File: config.mk
export PLATFORM = sky130hd
export DESIGN_NAME = amc_mode_regs
export DESIGN_NICKNAME = d
export VERILOG_FILES = /design/src/design/amc_pkg.sv /design/src/design/amc_mode_regs.sv /design/src/design/amc_sync.sv
export SDC_FILE = /design/constraint.sdc
export NUM_CORES = 1
export LEC_CHECK = 0
export BUFFER_PORTS_ARGS = -buffer_cell sky130_fd_sc_hd__buf_2
export CAP_MARGIN = 10
export CORE_ASPECT_RATIO = 0.75
export CORE_MARGIN = 2
export CORE_UTILIZATION = 62
export DETAILED_ROUTE_END_ITERATION = 8
export GPL_TIMING_DRIVEN = 0
export MAX_ROUTING_LAYER = met4
export PLACE_DENSITY = 0.87
export SLEW_MARGIN = 10
export SYNTH_ARGS = -nofsm -noshare
export SYNTH_HDL_FRONTEND = slang
export SYNTH_SLANG_ARGS = --single-unit
File: constraint.sdc
create_clock -name mclk -period 3.07 [get_ports mclk]
set_input_delay 0.614 -clock mclk [delete_from_list [all_inputs] [get_ports mclk]]
set_output_delay 0.614 -clock mclk [all_outputs]
set_load 0.03 [all_outputs]
File: src/design/amc_pkg.sv
package amc_pkg;
  // ****************************************
  // register map
  // ****************************************
  localparam logic [6:0] ADDR_RESET = 7'h00;
  localparam logic [6:0] ADDR_FMT_PWR = 7'h01;
  localparam logic [6:0] ADDR_OUT_MODE = 7'h02;
  localparam logic [6:0] ADDR_PAT_HIGH = 7'h03;
  localparam logic [6:0] ADDR_PAT_LOW = 7'h04;
  localparam logic [7:0] REG_RESET_VAL = 8'h00;

  // ****************************************
  // serial word layout
  // ****************************************
  localparam int WORD_BITS = 16;
  localparam int RW_POS = 15;
  localparam int ADDR_MSB = 14;
  localparam int ADDR_LSB = 8;
  localparam int DATA_MSB = 7;

  // ****************************************
  // field positions
  // ****************************************
  localparam int RESET_BIT = 7;
  localparam int SIGNED_BIT = 5;
  localparam int SLEEP_BIT = 4;
  localparam int NAP_MSB = 3;
  localparam int CUR_MSB = 7;
  localparam int CUR_LSB = 5;
  localparam int TERM_BIT = 4;
  localparam int OFF_BIT = 3;
  localparam int LANE_MSB = 2;
  localparam int PAT_EN_BIT = 7;
  localparam int PAT_HI_MSB = 5;
  localparam int PAT_HI_MASK_BIT = 6;
  localparam int NUM_CH = 4;
  localparam int PAT_BITS = 14;
endpackage

File: src/design/amc_mode_regs.sv
`timescale 1ns/10ps
module amc_mode_regs import amc_pkg::*; (
  // clock and reset
  input wire logic mclk,
  input wire logic arst_n,
  // serial programming port
  input wire logic csN,
  input wire logic sck,
  input wire logic sdi,
  output logic sdoOut,
  output logic sdoOeN,
  // decoded controls
  output logic signedFormatSelect,
  output logic [NUM_CH-1:0] channelPowerDown,
  output logic sleepActive,
  output logic [2:0] driverCurrentSelect,
  output logic internalTerminationEnable,
  output logic doubleCurrent,
  output logic outputDisable,
  output logic [2:0] laneSerializationSelect,
  output logic patternOutputEnable,
  output logic [PAT_BITS-1:0] patternWord
);
  // ****************************************
  // pin sampling
  // ****************************************
  logic csNS, sckS, sdiS;
  amc_sync #(.WIDTH(3)) uSync (
    .mclk(mclk),
    .arst_n(arst_n),
    .async({csN, sck, sdi}),
    .synced({csNS, sckS, sdiS})
  );

  logic sckPrev_q;
  logic sckRise;
  // edge detect on synchronised clock only
  always_ff @(posedge mclk or negedge arst_n) begin
    if (!arst_n) begin
      sckPrev_q <= 1'b0;
    end else begin
      sckPrev_q <= sckS;
    end
  end
  assign sckRise = sckS && !sckPrev_q && !csNS;

  // ****************************************
  // shift register and bit count
  // ****************************************
  logic [WORD_BITS-1:0] shift_q;
  logic [4:0] count_q;
  logic wordDone;
  assign wordDone = sckRise && (count_q == 5'(WORD_BITS - 1));

  // count stops at 16 so later edges are ignored
  always_ff @(posedge mclk or negedge arst_n) begin
    if (!arst_n) begin
      count_q <= '0;
      shift_q <= '0;
    end else if (csNS) begin
      count_q <= '0;
    end else if (sckRise && count_q < 5'(WORD_BITS)) begin
      count_q <= count_q + 5'd1;
      shift_q <= {shift_q[WORD_BITS-2:0], sdiS};
    end
  end

  // full word as seen at the 16th edge
  logic [WORD_BITS-1:0] word;
  assign word = {shift_q[WORD_BITS-2:0], sdiS};
  logic isRead;
  logic [6:0] addr;
  logic [7:0] wdata;
  assign isRead = word[RW_POS];
  assign addr = word[ADDR_MSB:ADDR_LSB];
  assign wdata = word[DATA_MSB:0];

  // ****************************************
  // mode registers
  // ****************************************
  logic [7:0] fmtPwr_q, outMode_q, patHigh_q, patLow_q;
  logic softReset;
  assign softReset = wordDone && !isRead && addr == ADDR_RESET && wdata[RESET_BIT];

  // writes commit only at the 16th edge; reads leave state alone
  always_ff @(posedge mclk or negedge arst_n) begin
    if (!arst_n) begin
      fmtPwr_q <= REG_RESET_VAL;
      outMode_q <= REG_RESET_VAL;
      patHigh_q <= REG_RESET_VAL;
      patLow_q <= REG_RESET_VAL;
    end else if (softReset) begin
      fmtPwr_q <= REG_RESET_VAL;
      outMode_q <= REG_RESET_VAL;
      patHigh_q <= REG_RESET_VAL;
      patLow_q <= REG_RESET_VAL;
    end else if (wordDone && !isRead) begin
      unique case (addr)
        ADDR_FMT_PWR: fmtPwr_q <= wdata;
        ADDR_OUT_MODE: outMode_q <= wdata;
        ADDR_PAT_HIGH: begin
          patHigh_q <= wdata;
          patHigh_q[PAT_HI_MASK_BIT] <= 1'b0;
        end
        ADDR_PAT_LOW: patLow_q <= wdata;
        default: ;
      endcase
    end
  end

  // ****************************************
  // read back on open-drain output
  // ****************************************
  // at the 8th edge the address sits in the low seven bits of the word, not yet at its final place
  logic [6:0] rdAddr;
  assign rdAddr = word[ADDR_LSB-2:0];
  logic [7:0] rdata;
  always_comb begin
    unique case (rdAddr)
      ADDR_FMT_PWR: rdata = fmtPwr_q;
      ADDR_OUT_MODE: rdata = outMode_q;
      ADDR_PAT_HIGH: rdata = patHigh_q;
      ADDR_PAT_LOW: rdata = patLow_q;
      default: rdata = REG_RESET_VAL;
    endcase
  end

  // address known after 8th edge; data bits follow MSB first
  logic [7:0] rdShift_q;
  logic rdActive_q;
  logic addrDone;
  assign addrDone = sckRise && count_q == 5'(ADDR_LSB - 1);
  always_ff @(posedge mclk or negedge arst_n) begin
    if (!arst_n) begin
      rdShift_q <= '0;
      rdActive_q <= 1'b0;
    end else if (csNS) begin
      rdActive_q <= 1'b0;
    end else if (addrDone) begin
      rdActive_q <= shift_q[ADDR_LSB-2];
      rdShift_q <= rdata;
    end else if (sckRise && rdActive_q) begin
      rdShift_q <= {rdShift_q[6:0], 1'b0};
      if (count_q == 5'(WORD_BITS - 1)) begin
        rdActive_q <= 1'b0;
      end
    end
  end

  // low-going enable pulls the line; released means high via pull-up
  always_ff @(posedge mclk or negedge arst_n) begin
    if (!arst_n) begin
      sdoOut <= 1'b0;
      sdoOeN <= 1'b1;
    end else begin
      sdoOut <= 1'b0;
      sdoOeN <= !(rdActive_q && !rdShift_q[DATA_MSB]);
    end
  end

  // ****************************************
  // decoded controls, registered
  // ****************************************
  always_ff @(posedge mclk or negedge arst_n) begin
    if (!arst_n) begin
      signedFormatSelect <= 1'b0;
      channelPowerDown <= '0;
      sleepActive <= 1'b0;
    end else begin
      signedFormatSelect <= fmtPwr_q[SIGNED_BIT];
      sleepActive <= fmtPwr_q[SLEEP_BIT];
      // sleep overrides naps; zeros mean normal operation
      channelPowerDown <= fmtPwr_q[SLEEP_BIT] ? '1 : fmtPwr_q[NAP_MSB:0];
    end
  end

  always_ff @(posedge mclk or negedge arst_n) begin
    if (!arst_n) begin
      driverCurrentSelect <= '0;
      internalTerminationEnable <= 1'b0;
      doubleCurrent <= 1'b0;
      outputDisable <= 1'b0;
      laneSerializationSelect <= '0;
    end else begin
      driverCurrentSelect <= outMode_q[CUR_MSB:CUR_LSB];
      internalTerminationEnable <= outMode_q[TERM_BIT];
      // datapath relies on host for legal current with termination
      doubleCurrent <= outMode_q[TERM_BIT];
      outputDisable <= outMode_q[OFF_BIT];
      laneSerializationSelect <= outMode_q[LANE_MSB:0];
    end
  end

  always_ff @(posedge mclk or negedge arst_n) begin
    if (!arst_n) begin
      patternOutputEnable <= 1'b0;
      patternWord <= '0;
    end else begin
      patternOutputEnable <= patHigh_q[PAT_EN_BIT];
      patternWord <= {patHigh_q[PAT_HI_MSB:0], patLow_q};
    end
  end

  // ****************************************
  // checks
  // ****************************************
  a_sleep_all_down: assert property (@(posedge mclk) disable iff (!arst_n)
    $past(fmtPwr_q[SLEEP_BIT]) |-> channelPowerDown == '1)
    else $error("sleep did not power down all channels");
  a_nap_per_chan: assert property (@(posedge mclk) disable iff (!arst_n)
    !$past(fmtPwr_q[SLEEP_BIT]) |-> channelPowerDown == $past(fmtPwr_q[NAP_MSB:0]))
    else $error("nap bits not mapped to channels");
  a_no_write_early: assert property (@(posedge mclk) disable iff (!arst_n)
    !wordDone |=> $stable(outMode_q))
    else $error("register changed without complete word");
  a_read_no_change: assert property (@(posedge mclk) disable iff (!arst_n)
    (wordDone && isRead) |=> $stable(patLow_q) && $stable(fmtPwr_q))
    else $error("read changed a register");
  a_soft_reset: assert property (@(posedge mclk) disable iff (!arst_n)
    softReset |=> fmtPwr_q == '0 && outMode_q == '0 && patHigh_q == '0)
    else $error("soft reset left bits set");
  a_bit6_ignored: assert property (@(posedge mclk) disable iff (!arst_n)
    patHigh_q[PAT_HI_MASK_BIT] == 1'b0)
    else $error("pattern high bit 6 stored");
  a_count_capped: assert property (@(posedge mclk) disable iff (!arst_n)
    count_q <= 5'(WORD_BITS))
    else $error("edge count beyond word");
  a_pattern_word: assert property (@(posedge mclk) disable iff (!arst_n)
    ##1 patternWord == {$past(patHigh_q[PAT_HI_MSB:0]), $past(patLow_q)})
    else $error("pattern word mismatch");
endmodule

File: src/design/amc_sync.sv
`timescale 1ns/10ps
// ****************************************
// two-flop synchroniser, per bit
// ****************************************
module amc_sync import amc_pkg::*; #(
  parameter int WIDTH = 3
) (
  // clock and reset
  input wire logic mclk,
  input wire logic arst_n,
  // data
  input wire logic [WIDTH-1:0] async,
  output logic [WIDTH-1:0] synced
);
  logic [WIDTH-1:0] meta_q;

  // first stage feeds only the second
  genvar i;
  generate
    for (i = 0; i < WIDTH; i++) begin : g_bit
      always_ff @(posedge mclk or negedge arst_n) begin
        if (!arst_n) begin
          meta_q[i] <= 1'b0;
          synced[i] <= 1'b0;
        end else begin
          meta_q[i] <= async[i];
          synced[i] <= meta_q[i];
        end
      end
    end
  endgenerate
endmodule

* After elaboration in Yosys (flattened, before gate mapping) *
Index checks and enable logic that the tools add are counted.

storage, ports and cells
  output and inout bits = 32
  bits in registers = 98

cells by class
  $lt $le $gt $ge = 1
  reductions and logical operators = 32
  eq/ne operators = 10
  bitwise logic cells = 1
  multiplexer cells = 22
  add/subtract/negate cells = 1

operator list
  kind                                                              count
  8-bit 2-to-1 mux                                                  14
  8-bit case mux with 4 select lines                                1
  7-bit by 2-bit == test with 1-bit output (second input constant)  4
  7-bit by 1-bit == test with 1-bit output (second input constant)  2
  7-bit by 3-bit == test with 1-bit output (second input constant)  2
  2-bit AND reduction                                               7
  2-bit nonzero test                                                7
  1-bit logical AND                                                 10
  5-bit 2-to-1 mux                                                  2
  7-bit zero test                                                   1
  3-bit nonzero test                                                2
  5-bit by 1-bit adder with 5-bit output (second input constant)    1
  5-bit by 3-bit == test with 1-bit output (second input constant)  1
  5-bit by 4-bit == test with 1-bit output (second input constant)  1
  1-bit zero test                                                   5
  5-bit < comparator (second input constant)                        1
  1-bit 2-to-1 mux                                                  4
  4-bit 2-to-1 mux                                                  1
  1-bit NOT                                                         1

* Longest topological paths before layout *
Gate-level depths: netlist of run 1.

  depth after elaboration = 9
  gate-level depth with buffers = 8
  gate-level depth less buffers = 7

* By module *
Synthesis of run 1 repeated with hierarchy kept, for this count alone.

second synthesis, totals
  cells, all modules = 295
  area total of the unflattened synthesis = 3932.5 µm²

modules (own cells, without submodules)
  module         area an instance (µm²)  instances  cells each
  amc_mode_regs  3782.4                  1          289
  amc_sync       150.1                   1          6

* Worst setup path before layout of run 1 *
Ideal clock, no wire load.

  path kind = register -> register
  start point = register count_q[0]
  end point = register outMode_q[1]
  library setup time = 121 ps
  setup slack = 968 ps
  path buffers = 1
  data required time = 2949 ps
  data arrival time = 1981 ps
  stages on the path, launching flop included = 9
  cell sequence = dfrtp_1 -> ha_1 -> and3_1 -> ha_1 -> nor2b_1 -> nand3_2 -> or4_1 -> buf_2 -> a22o_1

between the ends
  word-level cells in the longest chain between the ends = 7

ends and longest elaborated chain
  item                                        RTL line                                  text
  start: declaration                          amc_mode_regs.sv:51                       logic [4:0] count_q;
  start signal: assignment                    amc_mode_regs.sv:63                       count_q <= count_q + 5'd1;
  5-bit by 4-bit == test with 1-bit output *  amc_mode_regs.sv:53                       assign wordDone = sckRise && (count_q == 5'(WORD_BITS - 1));
  1-bit logical AND *                         amc_mode_regs.sv:53
  1-bit logical AND *                         amc_mode_regs.sv:83, amc_mode_regs.sv:97
  1-bit logical AND (2 in a row)              amc_mode_regs.sv:83                       assign softReset = wordDone && !isRead && addr == ADDR_RESET && wdata[RESET_BIT];
  2-bit nonzero test (no source line)         -
  2-bit AND reduction (no source line)        -
  end signal: assignment                      amc_mode_regs.sv:100                      ADDR_OUT_MODE: outMode_q <= wdata;
  end: declaration                            amc_mode_regs.sv:81                       logic [7:0] fmtPwr_q, outMode_q, patHigh_q, patLow_q;

Every way passes the cells marked *; elsewhere a longest branch is shown, timed or not.
A chain may end at the register's enable or synchronous reset.

* Worst setup path after layout of run 1 *
  start point = register count_q[0]
  end point = register outMode_q[6]

Same word-level chain as after synthesis.

==> impl_results.md, run 1 <==
- RSZ-0062 raised after global routing: no
- Adder-cell area share of the yosys netlist: 0.654%
- Detailed-route wire length: 7.57 mm
- CP Capture Type: register
- Cell taking the most area after synthesis: dfrtp_1
- Post-synth EDFFs: 0
- Syn Inst Count: 278
- Drt pass-1 iters: 5
- Yosys reg bits: 97
- Largest family of logic cells by synthesized area: compound AO/OA/AOI/OAI gates
- Class of the worst hold path: input port to async pin
- CP max stage cell: nor3_1
- Via count: ~2500
- Cell Area, Synth: 3820 sq um
- Number of global-route vias before repair: 2476
- CTS sink count: 97
- Core box area: 5890 sq um
- Static leakage: 2.19 nW
- Commonest non-fill, non-tap cell in the layout: dfrtp_1
- Port buffer count: 35
- Ys Warns: 0
- DRT iter0 DRCs: 209
- Synth Area in XOR/XNOR: 0.916%
- Crit path buf inv count: 0
- Final Setup Violations: 0
- I/O pin total: 37
- Most frequent cells in the layout: 96 x dfrtp_1, 37 x buf_2, 28 x a22o_1
- Die Y: 72.0 microns
- Setup Skew: 0.0116 ns
- Most numerous cell on the critical path: ha_1
- Die ar.: 6820 sq um
- Slew Limit Headroom: 25.7%
- Inserted Diodes: 0
- GR Overflow Total: 0
- Async SR Flop Fraction: 100%
- Period utilization: 83.6%
- Number of cells on the critical path: 7
- CP arrival: 2.86 ns
- Per-cell routed wire length: ~19 microns
- Final hold violation count: 0
- FMAX: a little under 0.4 GHz
- Final RePlAce weighted congestion: 0.894
- Starting Density: 65.0%
- Setup TNS: 0 ns
- Initial antenna violation count: 0
- Pwr dens: 615 nW/um^2
- Family with the most delay on the worst path: simple AND/OR/NAND/NOR gates
- Fin. max-slew vios: 0
- Area fraction in compound gates after synthesis: ~12%
- Final Critical Period: 2.57 ns
- Clk pin slew, worst setup/hold paths: 0.09 ns
- Max FO, Critical Path: 8
- Worst-path cell chain: ha_1 > and3_1 > ha_1 > nor2b_1 > nand3_2 > nor3_1 > a22o_1
- Row count: 24
- Die X: between 90 and 100 microns
- Share of cells above drive strength 1: 25.7%
- First-pass GRT wire length: 12.3 mm
- Worst Setup Start Kind: register
- Synth-to-layout area growth: 14.7%
- H-tree lvl count: 3
- Run status: complete, no violations
- Cells after DPL: 393
- TritonCTS clock tree: built
- Global Route Usage Sum: around a quarter
- Sequential-to-total area share from yosys stat: 63.5%
- Post-Layout Cell Count: between 400 and 500
- Synth Area in Simple Gates: 9.49%
- Latest clock arrival within the worst-skew pair: about 0.36 ns
- Peak VDD IR: roughly 490 uV
- Yosys cell types: 45
- Worst path required time: 3.37 ns
- Top area cells in the synthesized netlist: dfrtp_1 63%, a22o_1 6.4%, mux2i_1 6.3%
- Clk root buf: clkbuf_8
- Post-route DRC: 0
- Final ANT Viol Nets: 0
- Post-synthesis mux area share: 10.7%
- Setup WS post-layout: between 0.5 and 0.6 ns
- Post_cts resized: 0
- Max-Cap Viols: 0
- Mean Syn Cell Area: between 10 and 15 sq um
- Total CTS buffers: 9
- CP peak stage delay: 0.86 ns
- Pre-CTS WS: 0.627 ns
- Hold Slack: around 0.23 ns
- Final nets: 333
- Post-CTS setup buffer count: 0
- Detail Placement HPWL: ~5 mm
- Ys flop type: dfrtp_1
- Critical path type: register to register
- Post-DR vias/cell: between 6 and 7
- Slew @ Worst Pin: 1.11 ns
- Post-synth top area share: 62.8%
- Clock Path Buffers: 2
- Worst reg2reg path depth: 7
- CTS Hold Bufs: 0
- Pin count of the biggest net entering global routing: 55
- Syn_nets: 285
-- cell families (layout without fill, tap and decap cells) --
group,after synthesis,in the layout
AO/OA/AOI/OAI,58,58
flip-flops,97,97
adder cells (fa/ha/maj),2,2
other,1,1
buffers and inverters,21,74
multiplexers,39,39
XOR/XNOR,4,4
AND/OR/NAND/NOR,56,56
-- final cells by class --
class | count | area (sq um)
Timing Repair Buffer | 37 | 213
Multi-Input combinational cell | 160 | 1310
Inverter | 2 | 7.51
Buffer | 19 | 87.6
Clock inverter | 5 | 104
Fill cell | 394 | 1500
Tap cell | 78 | 97.6
Clock buffer | 11 | 141
Sequential cell | 97 | 2430
-- metrics by stage --
step           utilization, %  total power [mW]  area, sq um
6_report                 74.5              2.70         4390
5_1_grt                  74.5              2.80         4390
4_1_cts                  74.5              2.71         4390
3_5_place_dp             70.3              1.73         4140
3_3_place_gp             69.6              1.71         4100
2_1_floorplan               -              1.61         3820
-- sequential cells by signal, summed over array words and instances, names as in the netlist, 3 cells and up --
name                     count
outMode_q                    8
rdShift_q                    8
laneSerializationSelect      3
uSync.meta_q                 3
channelPowerDown             4
fmtPwr_q                     8
count_q                      5
driverCurrentSelect          3
shift_q                     15
patternWord                 14
patLow_q                     8
uSync.synced                 3
patHigh_q                    7
-- path summary, 6_finish.rpt --
kind	end	slack [ns]	startpoint
max in group asynchronous	outMode_q[7]$_DFFE_PN0P_	2.20	arst_n
worst min register to register	uSync.synced[0]$_DFF_PN0_	0.36	uSync.meta_q[0]$_DFF_PN0_
worst max-delay path	outMode_q[6]$_DFFE_PN0P_	0.50	count_q[0]$_DFFE_PN0P_
worst max register to register	outMode_q[6]$_DFFE_PN0P_	0.50	count_q[0]$_DFFE_PN0P_
min in group mclk	uSync.meta_q[1]$_DFF_PN0_	0.35	sck
worst min-delay path	patHigh_q[2]$_DFFE_PN0P_	0.23	arst_n
-- synth_stat cells, types with 3 or more instances --
cell type / instances
dfrtp_1: 96
a22o_1: 28
mux2i_1: 24
mux2_2: 15
nor2_1: 15
clkbuf_1: 9
a22oi_1: 8
o22a_1: 7
o22ai_1: 7
nand2_1: 6
nand2b_1: 5
or2_2: 4
and3_1: 3
buf_1: 3
buf_2: 3
buf_4: 3
nand3b_1: 3
nor2b_1: 3
-- power by group --
| part | switching (mW) | internal [mW] |
|---|---|---|
| combinational | 0.188 | 0.107 |
| sequential | 0.0849 | 1.33 |
| clock | 0.421 | 0.564 |
| total | 0.694 | 2.00 |
-- layer usage --
| metal | wire length, microns | GRT usage, % |
|---|---|---|
| met1 | 3390 | 34.5 |
| met5 | 0 | - |
| met3 | 548 | 6.85 |
| met4 | 212 | 13.0 |
| met2 | 3420 | 35.5 |
Note: power is estimated with default switching activity, not from simulation.
==> run 2, diff against run 1 <==
- ABC_AREA: unset -> 1
- CORE_UTILIZATION: 62 -> 58
- PLACE_DENSITY: 0.87 -> 0.82
- clock period: 3.07 -> 2.6 ns (I/O delays scaled with it)
==> run 2 against run 1 <==
- routed wire length grew 3.7%
- final cell count grew 43%
- synthesized cell count grew 61%
- count of clock-buffer cells in the layout shrank 1
- critical endpoint is now fmtPwr_q[6]$_DFFE_PN0P_
- largest cell class unchanged
==> impl_results.md, run 2 <==
- Number of global-route vias before repair: 2738
- Worst Setup Start Kind: register
- H-tree lvl count: 3
- Peak VDD IR: about 460 uV
- Global Route Usage Sum: 23.7%
- First-pass GRT wire length: 12.9 mm
- Initial antenna violation count: 0
- CTS sink count: between 90 and 100
- GR Overflow Total: 0
- Post-synth EDFFs: 0
- I/O pin total: 37
- Number of flip-flops in the largest register: 15
- Detail Placement HPWL: approximately 5.7 mm
- Top-count cell post-synth: nand2_1
- Port buffer count: 35
- Latest clock arrival within the worst-skew pair: 0.37 ns
- Syn_nets: 454
- Most frequent cells in the layout: 173 x nand2_1, 96 x dfrtp_1, 38 x nand3_1
- CP Capture Type: register
- Final ANT Viol Nets: 0
- # fillers: 521
- Inserted Diodes: 0
- Max FO, Critical Path: 9
- Clk pin slew, worst setup/hold paths: approximately 0.09 ns
- Final hold violation count: 0
- Drt pass-1 iters: 5
- Clock Path Buffers: 2
- RSZ-0062 raised after global routing: no
- Largest regs: shift_q: 15 flops, patternWord: 14 flops
- Setup WS post-layout: 0.688 ns
- Post_cts resized: 0
- TritonCTS clock tree: built
- Clk root buf: clkbuf_8
- Die ar.: between 7000 and 8000 sq um
- Critical path type: register to register
- Cell Area, Placed: 4300 sq um
- Pre-CTS WS: ~0.73 ns
- Mean Syn Cell Area: 8.93 sq um
- Starting Density: 59.3%
- Async SR Flop Fraction: 100%
- Fin. max-slew vios: 0
- Run status: complete, no violations
- Ys flop type: dfrtp_1
- Ys Warns: 0
- Row count: 26
- Commonest non-fill, non-tap cell in the layout: nand2_1
- Final Setup Violations: 0
- Post-synth top area share: between 60% and 70%
- Max-Cap Viols: 0
- Total CTS buffers: 9
- Post-route DRC: 0
- Yosys cell types: 26
- Cell Area, Synth: ~4000 sq um
- CP arrival: 2.18 ns
- Final Critical Period: 1.91 ns
- Detailed-route wire length: about 7.8 mm
- Final RePlAce weighted congestion: 0.917
- Cell taking the most area after synthesis: dfrtp_1
- Largest Register: shift_q
- Share of cells above drive strength 1: around a fifth
- Yosys reg bits: 97
- Syn Inst Count: ~450
- DRT iter0 DRCs: roughly 230
- Per-cell routed wire length: 13.5 microns
- Worst path required time: 2.86 ns
- Top cells by instance count after synthesis: 173 x nand2_1, 96 x dfrtp_1, 38 x nand3_1
- Period utilization: 73.5%
- Pin count of the biggest net entering global routing: 63
- Synth-to-layout area growth: 12.4%
- Pwr dens: 644 nW/um^2
- Fin area: 4490 sq um
- Sequential-to-total area share from yosys stat: 60.9%
- Core box area: 6730 sq um
- Top area cells in the synthesized netlist: dfrtp_1 60%, nand2_1 16%, nand3_1 4.8%
- FMAX: roughly 0.52 GHz
- Static leakage: 2.53 nW
- CTS Hold Bufs: 0
- Post-DR vias/cell: approximately 5.3
- Final nets: 501
- Class of the worst hold path: input port to async pin
- Die X: 99.8 microns
- Post-CTS setup buffer count: 0
- Die Y: 75.8 microns
- Via count: 3086
- Setup TNS: 0 ns
- Setup Skew: 0.0121 ns
[run 2: cell count changes in the layout (fill, tap and decap cells not counted), moves of 7 or more]
cell	change
nand2_1	+167
nand3_1	+37
inv_1	+29
a22o_1	-28
mux2i_1	-24
inv_2	+19
o21ai_0	+19
mux2_2	-15
clkbuf_1	-9
a22oi_1	-8
o22a_1	-7
[run 2: worst max-delay path, cell delays in order, from the launching register on]
cell and delay [ns]:
dfrtp_1 0.40, ha_1 0.18, nand2_1 0.07, nor2_1 0.12
ha_1 0.20, nand3_2 0.15, nor2_2 0.38, inv_2 0.05
nand2_1 0.07, inv_2 0.08, nand2_1 0.07, nand2_1 0.05
[run 2: kinds of logic after synthesis]
family,share of synthesized area (%)
other,0.0940
adders and majority gates,0.627
DFF,60.9
and+or+nand+nor,27.6
buffers and inverters,6.40
AOI/OAI and AO/OA,4.45
[run 2: where the power goes]
| part | switching [mW] | internal, mW | leakage, nW |
|---|---|---|---|
| Combinational | 0.277 | 0.106 | 1.11 |
| Sequential | 0.0450 | 1.55 | 1.33 |
| Clock | 0.521 | 0.385 | 0.0912 |
[run 2: final timing paths]
| check | slack [ns] | startpoint | depth (start not counted) | endpoint |
|---|---|---|---|---|
| worst max-delay path | 0.69 | count_q[0]$_DFFE_PN0P_ | 11 | fmtPwr_q[6]$_DFFE_PN0P_ |
| worst min-delay path | 0.1 | arst_n | 1 | patternWord[11]$_DFF_PN0_ |
| worst max register to register | 0.69 | count_q[0]$_DFFE_PN0P_ | 11 | fmtPwr_q[6]$_DFFE_PN0P_ |
| worst min register to register | 0.36 | uSync.meta_q[2]$_DFF_PN0_ | 0 | uSync.synced[2]$_DFF_PN0_ |
| max in group asynchronous | 1.81 | arst_n | 2 | sdoOeN$_DFF_PN1_ |
| min in group mclk | 0.26 | csN | 1 | uSync.meta_q[2]$_DFF_PN0_ |
[run 2: area by class of cell]
| class | count | area, sq um | share of cell area (%) |
|---|---|---|---|
| repair buffers | 36 | 205 | 4.57 |
| flip-flops and latches | 97 | 2430 | 54.1 |
| plain buffers | 10 | 67.6 | 1.51 |
| clock inverters | 6 | 48.8 | 1.09 |
| clock buffers | 10 | 138 | 3.07 |
| inverters | 50 | 188 | 4.18 |
| well taps | 84 | 105 | 2.34 |
| multi-input cells | 290 | 1310 | 29.1 |
[run 2: routing by layer]
metal	vias to the layer above	track usage, %	routed length [microns]
met5	-	-	0
met4	0	9.74	253
met3	26	6.97	624
met2	141	34.5	3420
met1	1439	31.6	3550
li1	1480	-	-
[run 2: through the flow]
step                      total power [mW]  std cells  util, %  hold slack, ns
after global placement                1.99        566     63.4           0.333
after CTS                             2.91        583     66.6          0.0977
after detailed placement              2.01        567     63.9           0.342
after floorplan                       1.88        447        -           0.224
final                                 2.89        583     66.6          0.0981
after global routing                  3.02        583     66.6           0.117
